==> config.mk <==
export PLATFORM = sky130hd
export DESIGN_NAME = led_dimming_controller
export DESIGN_NICKNAME = d
export VERILOG_FILES = /design/src/hdl/dimming_pkg.sv /design/src/hdl/duty_decoder.sv /design/src/hdl/led_dimming_controller.sv
export SDC_FILE = /design/constraint.sdc
export NUM_CORES = 2
export LEC_CHECK = 0
export ABC_CLOCK_PERIOD_IN_PS = 122200
export BUFFER_PORTS_ARGS = -buffer_cell sky130_fd_sc_hd__buf_2
export CORE_ASPECT_RATIO = 0.8
export CORE_MARGIN = 4
export CORE_UTILIZATION = 50
export CTS_CLUSTER_SIZE = 12
export DETAILED_ROUTE_END_ITERATION = 12
export MAX_ROUTING_LAYER = met4
export PLACE_DENSITY = 0.76
export SYNTH_ARGS = -nofsm -noshare
export SYNTH_HDL_FRONTEND = slang
export SYNTH_SLANG_ARGS = --single-unit
==> constraint.sdc <==
create_clock -name clock -period 122.2 [get_ports clock]
set_input_delay 36.66 -clock clock [delete_from_list [all_inputs] [get_ports clock]]
set_output_delay 36.66 -clock clock [all_outputs]
set_load 0.05 [all_outputs]
==> src/hdl/dimming_pkg.sv <==
// shared constants for the led dimming controller
package dimming_pkg;
  localparam int          CLOCK_HZ          = 40000000;
  localparam int          CHANNELS          = 6;
  localparam int          DUTY_W            = 8;
  localparam int          PERIOD_W          = 18;
  localparam int          RATE_MIN_HZ       = 210;
  localparam int          RATE_MAX_HZ       = 20000;
  // longest dimming period in cycles, rounded down
  localparam int          PERIOD_MAX_CYC    = CLOCK_HZ / RATE_MIN_HZ;
  // shortest dimming period in cycles, rounded down
  localparam int          PERIOD_MIN_CYC    = CLOCK_HZ / RATE_MAX_HZ;
  localparam logic [17:0] PERIOD_RESET      = 18'h00C35;
  localparam int          MEAS_W            = 20;
  localparam logic [19:0] MEAS_TIMEOUT      = 20'hFFFFF;
  localparam logic [7:0]  DUTY_RESET        = 8'h00;
  localparam logic [7:0]  DUTY_FULL         = 8'hFF;
  localparam int          PROBE_CYC         = 64;
  localparam logic [6:0]  PROBE_RESET       = 7'h00;
endpackage : dimming_pkg

==> src/hdl/duty_decoder.sv <==
// measures input pwm high time and period and yields an 8-bit duty code
module duty_decoder #(
  parameter int MEAS_W = dimming_pkg::MEAS_W
) (
  input  wire logic        clock,
  input  wire logic        rst,
  input  wire logic        run,
  input  wire logic        pwm_sync,
  output logic             sample_valid,
  output logic [7:0]       sample_duty,
  output logic             active
);
  logic [MEAS_W-1:0] high_reg;
  logic [MEAS_W-1:0] period_reg;
  logic              prev_reg;
  logic              seen_rise_reg;
  logic              rise;
  logic [MEAS_W+7:0] scaled;

  assign rise   = pwm_sync && !prev_reg;
  // ratio scaled so a full high period maps to the top code
  assign scaled = ({8'h00, high_reg} << 8) - {8'h00, high_reg};

  always_ff @(posedge clock) begin
    if (rst || !run) begin
      high_reg      <= '0;
      period_reg    <= '0;
      prev_reg      <= 1'b0;
      seen_rise_reg <= 1'b0;
      sample_valid  <= 1'b0;
      sample_duty   <= dimming_pkg::DUTY_RESET;
      active        <= 1'b0;
    end else begin
      prev_reg     <= pwm_sync;
      sample_valid <= 1'b0;
      if (rise) begin
        seen_rise_reg <= 1'b1;
        active        <= 1'b1;
        // the rising cycle is already a high cycle
        high_reg      <= {{(MEAS_W-1){1'b0}}, 1'b1};
        period_reg    <= {{(MEAS_W-1){1'b0}}, 1'b1};
        if (seen_rise_reg && period_reg != '0) begin
          sample_valid <= 1'b1;
          sample_duty  <= 8'((scaled + {8'h00, period_reg >> 1}) / {8'h00, period_reg});
        end
      end else if (period_reg == dimming_pkg::MEAS_TIMEOUT) begin
        // steady level: treat as 0% or 100% duty
        sample_valid  <= seen_rise_reg || pwm_sync;
        active        <= active || pwm_sync;
        sample_duty   <= pwm_sync ? dimming_pkg::DUTY_FULL : dimming_pkg::DUTY_RESET;
        period_reg    <= '0;
        high_reg      <= '0;
        seen_rise_reg <= 1'b0;
      end else begin
        period_reg <= period_reg + 1'b1;
        if (pwm_sync)
          high_reg <= high_reg + 1'b1;
      end
    end
  end
endmodule : duty_decoder

==> src/hdl/led_dimming_controller.sv <==
// led dimming controller: duty decode, phase-shift regeneration, direct mode
module led_dimming_controller #(
  parameter int CHANNELS = dimming_pkg::CHANNELS,
  parameter int PERIOD_W = dimming_pkg::PERIOD_W
) (
  input  wire logic                clock,
  input  wire logic                rst,
  input  wire logic                enable,
  input  wire logic                pwm_in,
  input  wire logic                rate_select_at_regulator,
  input  wire logic [PERIOD_W-1:0] dimming_rate,
  input  wire logic [CHANNELS-1:0] current_sink_channel_present,
  output logic      [CHANNELS-1:0] current_sink_channel_en,
  output logic      [CHANNELS-1:0] channel_used,
  output logic      [7:0]          duty_value,
  output logic                     startup_done
);
  typedef enum {ST_OFF, ST_PROBE, ST_WAIT, ST_RUN} state_e;

  state_e                state_reg;
  logic [1:0]            en_sync_reg, pwm_sync_reg, mode_sync_reg;
  logic [6:0]            probe_reg;
  logic [7:0]            pending_reg;
  logic [PERIOD_W-1:0]   period_reg;
  logic [PERIOD_W-1:0]   count_reg;
  logic [PERIOD_W-1:0]   slot_reg;
  logic [PERIOD_W-1:0]   on_reg;
  logic                  direct;
  logic                  enabled;
  logic                  dec_valid;
  logic [7:0]            dec_duty;
  logic                  dec_active;
  logic [2:0]            used_count;
  logic [CHANNELS-1:0]   en_next;
  logic [PERIOD_W-1:0]   period_next;

  function automatic logic [2:0] popcount(input logic [CHANNELS-1:0] v);
    logic [2:0] n;
    n = 3'h0;
    for (int i = 0; i < CHANNELS; i++)
      n = n + {2'h0, v[i]};
    return n;
  endfunction : popcount

  // pins come from outside the clock domain
  always_ff @(posedge clock) begin
    if (rst) begin
      en_sync_reg   <= 2'h0;
      pwm_sync_reg  <= 2'h0;
      mode_sync_reg <= 2'h0;
    end else begin
      en_sync_reg   <= {en_sync_reg[0], enable};
      pwm_sync_reg  <= {pwm_sync_reg[0], pwm_in};
      mode_sync_reg <= {mode_sync_reg[0], rate_select_at_regulator};
    end
  end

  assign enabled    = en_sync_reg[1];
  assign direct     = mode_sync_reg[1];
  assign used_count = popcount(channel_used);

  // decoder only runs in phase-shift mode once enabled
  duty_decoder duty_decoder_i (
    .clock        (clock),
    .rst          (rst),
    .run          (enabled && !direct),
    .pwm_sync     (pwm_sync_reg[1]),
    .sample_valid (dec_valid),
    .sample_duty  (dec_duty),
    .active       (dec_active)
  );

  // startup sequencing
  always_ff @(posedge clock) begin
    if (rst || !enabled) begin
      state_reg    <= ST_OFF;
      probe_reg    <= dimming_pkg::PROBE_RESET;
      channel_used <= '0;
      startup_done <= 1'b0;
    end else begin
      case (state_reg)
        ST_OFF: begin
          state_reg <= ST_PROBE;
        end
        ST_PROBE: begin
          probe_reg <= probe_reg + 7'h01;
          if (probe_reg == 7'(dimming_pkg::PROBE_CYC - 1)) begin
            channel_used <= current_sink_channel_present;
            startup_done <= 1'b1;
            state_reg    <= ST_WAIT;
          end
        end
        ST_WAIT: begin
          if (direct ? pwm_sync_reg[1] : dec_active)
            state_reg <= ST_RUN;
        end
        ST_RUN: begin
          state_reg <= ST_RUN;
        end
        default: state_reg <= ST_OFF;
      endcase
    end
  end

  // measured duty with hysteresis, then latched at period start
  always_ff @(posedge clock) begin
    if (rst || !enabled) begin
      pending_reg <= dimming_pkg::DUTY_RESET;
    end else if (dec_valid) begin
      if (dec_duty > pending_reg || {1'b0, dec_duty} + 9'h001 < {1'b0, pending_reg}
          || dec_duty == dimming_pkg::DUTY_RESET)
        pending_reg <= dec_duty;
    end
  end

  // clamp to the covered range
  assign period_next = (dimming_rate < PERIOD_W'(dimming_pkg::PERIOD_MIN_CYC))
                       ? PERIOD_W'(dimming_pkg::PERIOD_MIN_CYC)
                       : (dimming_rate > PERIOD_W'(dimming_pkg::PERIOD_MAX_CYC))
                       ? PERIOD_W'(dimming_pkg::PERIOD_MAX_CYC) : dimming_rate;

  // dimming period counter
  always_ff @(posedge clock) begin
    if (rst || state_reg != ST_RUN || direct) begin
      count_reg  <= '0;
      period_reg <= dimming_pkg::PERIOD_RESET;
      duty_value <= dimming_pkg::DUTY_RESET;
      on_reg     <= '0;
      slot_reg   <= '0;
    end else if (count_reg == '0) begin
      count_reg  <= period_next - 1'b1;
      period_reg <= period_next;
      duty_value <= pending_reg;
      // code 255 is full on, so the on-time scales by 255, not 256
      on_reg     <= PERIOD_W'(({10'h000, period_next} * {18'h00000, pending_reg}) / 28'h00000FF);
      slot_reg   <= period_next / PERIOD_W'(used_count == 3'h0 ? 3'h1 : used_count);
    end else begin
      count_reg <= count_reg - 1'b1;
    end
  end

  // per-channel enable; k-th used channel starts k slots into the period
  always_comb begin
    logic [2:0]          rank;
    logic [PERIOD_W-1:0] elapsed;
    logic [PERIOD_W-1:0] start;
    logic [PERIOD_W-1:0] pos;
    rank    = 3'h0;
    start   = '0;
    pos     = '0;
    elapsed = period_reg - 1'b1 - count_reg;
    en_next = '0;
    for (int i = 0; i < CHANNELS; i++) begin
      start = PERIOD_W'(slot_reg * rank);
      pos   = (elapsed >= start) ? elapsed - start : elapsed + period_reg - start;
      if (channel_used[i]) begin
        en_next[i] = (duty_value == dimming_pkg::DUTY_FULL) || (pos < on_reg);
        rank       = rank + 3'h1;
      end
    end
  end

  // no gap at the reload cycle: a pulse that wraps the period end must not be split
  always_ff @(posedge clock) begin
    if (rst || !enabled || state_reg != ST_RUN)
      current_sink_channel_en <= '0;
    else if (direct)
      current_sink_channel_en <= {CHANNELS{pwm_sync_reg[1]}} & channel_used;
    else
      current_sink_channel_en <= en_next;
  end
endmodule : led_dimming_controller
==> out/results.tsv <==
stage	metric	value	unit
hold_path	min_from	en_sync_reg[0]$_SDFF_PP0_	
logic_synthesis	synth_area	54890	um^2
final_layout	fillers	10490	
clocking	hold_buffers	0	
clocking	cts_buffers	17	
clocking	clock-sinks	168	
timing	skew	14.46	ps
global_route	grt_overflow	0	
logic_synthesis	synth_cell_type_count	139	
clocking	postCtsSetupRepairBufs	0	
timing	whs	440.1	ps
clocking	clockRootBuffer	clkbuf_16	
drt	drt_pass1_iterations	6	
final_layout	area_growth	4.721	%
die	core	108800	um^2
timing	maxSlewViolCount	0	
critical_path	startpoint	duty_decoder_i.high_reg[1]$_SDFFE_PP0P_	
global_route	grt_pass1_vias	51940	
placement	portBuffers	49	
timing	hold_violations	0	
final_layout	fin_area	57480	um^2
logic_synthesis	synth-async-reset-ratio	0	
timing	worstMarginPinSlew	1201	ps
final_layout	seq_area	3363	um^2
critical_path	critical_path_class	register to register	
run_status	status	completed	
clocking	clock_path_buffers	2	
die	fp.dieW	378.4	um
logic_synthesis	synth_edf_count	0	
clocking	path_clk_slew	80	ps
logic_synthesis	seq_area_frac_synth	0.06127	
clocking	cts_resized	0	
final_layout	layout-drive-gt1-share	0.06026	
drt	wl_per_cell	19.47	um
logic_synthesis	synthCells	7586	
logic_synthesis	yosys_warnings	0	
timing	fin_crit_sh	0.8473	
drt	finalWirelength	174900	um
die	chipHeight	304.4	um
critical_path	crit_slowest_cell	or3_1	
critical_path	crit_top_cell	o21a_1	
global_route	grt_max_degree	56	
placement	gp_congestion	1.005	
global_route	track_usage	0.3021	
timing	fmax	0.009659	GHz
timing	rsz0062_at_grt	no	
critical_path	worstPathArrival	103920	ps
timing	setup_violations	0	
timing	slew_headroom	0.1893	
critical_path	crit_fanout	39	
critical_path	crit_path_max_incr_delay	830	ps
die	die-area	115200	um^2
logic_synthesis	ys_ff_latch	168	
logic_synthesis	avgSynthCellArea	7.236	um^2
critical_path	cp.required	122590	ps
logic_synthesis	syn_nets	8717	
global_route	grt_first_pass_wirelength	277200	um
timing	period_minus_slack	103530	ps
clocking	htreeDepth	4	
drt	remaining_drc_errors	0	
critical_path	worstReg2RegStart	duty_decoder_i.high_reg[1]$_SDFFE_PP0P_	
drt	vias_per_cell	6.260	
placement	dp_hpwl	141900	um
logic_synthesis	ys.flop_type	dfxtp_1	
clocking	cts_tree	done	
timing	fin_setup_tns	0	ps
drt	ant_nets	0	
die	start_util	0.5046	
hold_path	hold_path.class	register to register	
critical_path	cp-end-kind	register	
drt	drt_iter0_markers	5350	
placement	placed_cell_area	56870	um^2
clocking	clk_latency	510	ps
drt	vias	56240	
final_layout	multiInputGateArea	48360	um^2
global_route	antenna_found_initial	5	
critical_path	start_kind	register	
final_layout	nets	8668	
flow_run	max_cap_violations	0	
die	io_pins	50	
die	num_rows	108	
routing by layer:
metal  vias up  GRT usage  routed length (um)  part of all wire
met1     26520     0.4413               82250              0.47
met3       265    0.04298               17230             0.099
li1      27140          -                   -                 -
met5         -          -                   0                 0
met2      2311     0.4360               71360              0.41
met4         0    0.07081                4032             0.023
cell families after synthesis:
| group | synth area share |
|---|---|
| flops | 0.06127 |
| simple gates | 0.2430 |
| mux | 0.03364 |
| buf+inv | 0.05911 |
| compound gates | 0.2548 |
| xor+xnor | 0.07306 |
| fa+ha+maj | 0.2751 |
layout make-up:
| type | count | share of cell area |
|---|---|---|
| inverter | 622 | 0.04062 |
| sequential | 168 | 0.05851 |
| tap | 1430 | 0.03113 |
| clock inverter | 15 | 0.003047 |
| antenna | 3 | 0.0001306 |
| clock buffer | 17 | 0.007401 |
| timing repair buffer | 153 | 0.01785 |
| multi-input combinational | 6575 | 0.8413 |
synth_stat cells (54+ instances only):
| cell type | n | share of area |
|---|---|---|
| o21a_1 | 305 | 0.042 |
| a21oi_1 | 559 | 0.051 |
| and3_1 | 54 | 0.0062 |
| o31ai_1 | 153 | 0.021 |
| xnor2_1 | 327 | 0.052 |
| nand3_1 | 144 | 0.013 |
| mux2_2 | 97 | 0.020 |
| o21ai_0 | 405 | 0.037 |
| xor2_1 | 116 | 0.019 |
| mux2i_1 | 72 | 0.013 |
| or3_1 | 68 | 0.0078 |
| and2_1 | 134 | 0.015 |
| a211oi_1 | 58 | 0.0079 |
| nand4_1 | 92 | 0.010 |
| nor2_1 | 646 | 0.044 |
| nand2_1 | 761 | 0.052 |
| nor3_1 | 362 | 0.033 |
| a21o_1 | 132 | 0.018 |
| ha_1 | 930 | 0.21 |
| dfxtp_1 | 168 | 0.061 |
| nor2b_1 | 108 | 0.012 |
| fa_1 | 172 | 0.063 |
| clkbuf_1 | 170 | 0.012 |
| nand2b_1 | 142 | 0.016 |
| o21bai_1 | 77 | 0.011 |
| inv_1 | 614 | 0.042 |
cell usage in the layout (no fill, tap or decap), types with 38 or more instances in the layout:
cell,instances
or2_2,47
o21bai_1,76
xnor2_1,327
nand4_1,92
fa_1,172
o21a_1,305
nor2b_1,108
or3_1,67
ha_1,930
nand2b_1,142
and3_1,54
a31oi_1,43
xor2_1,115
nor2_1,645
o21ai_0,404
mux2i_1,72
and2_1,134
o31ai_1,153
dfxtp_1,168
a21o_1,132
buf_2,49
mux2_2,97
a21oi_1,557
buf_4,104
nand3_1,144
nor3_1,359
o211ai_1,44
a211oi_1,58
inv_1,614
nand2_1,761
nor4_1,38
worst max-delay path, delay by kind of cell (launching register included):
family	cells	cell delay (ps)
flip-flops	1	410
multiplexers	2	610
AND/OR/NAND/NOR	109	14760
AO/OA/AOI/OAI	359	72880
buffers and inverters	37	5510
adder cells (fa/ha/maj)	31	9080
per-stage QoR:
stage / utilization / worst slack, ps / std cells
floorplan: - / 23360 / 7586
global placement: 0.5228 / 24240 / 8948
detailed placement: 0.5228 / 20410 / 8948
CTS: 0.5284 / 20020 / 8980
global route: 0.5284 / 9903 / 8983
finish: 0.5284 / 18670 / 8983
worst paths after layout:
check / to / depth (start not counted) / slack (ps)
setup reg to reg: duty_decoder_i.sample_duty[0]$_SDFFE_PP0P_ / 538 / 18670
hold reg to reg: en_sync_reg[1]$_SDFF_PP0_ / 1 / 440
setup / recovery: duty_decoder_i.sample_duty[0]$_SDFFE_PP0P_ / 538 / 18670
hold / removal: en_sync_reg[1]$_SDFF_PP0_ / 1 / 440
Power is left out: the tool's default activity adds up to more than one toggle a clock period on the data nets, which glitch-free logic cannot reach.
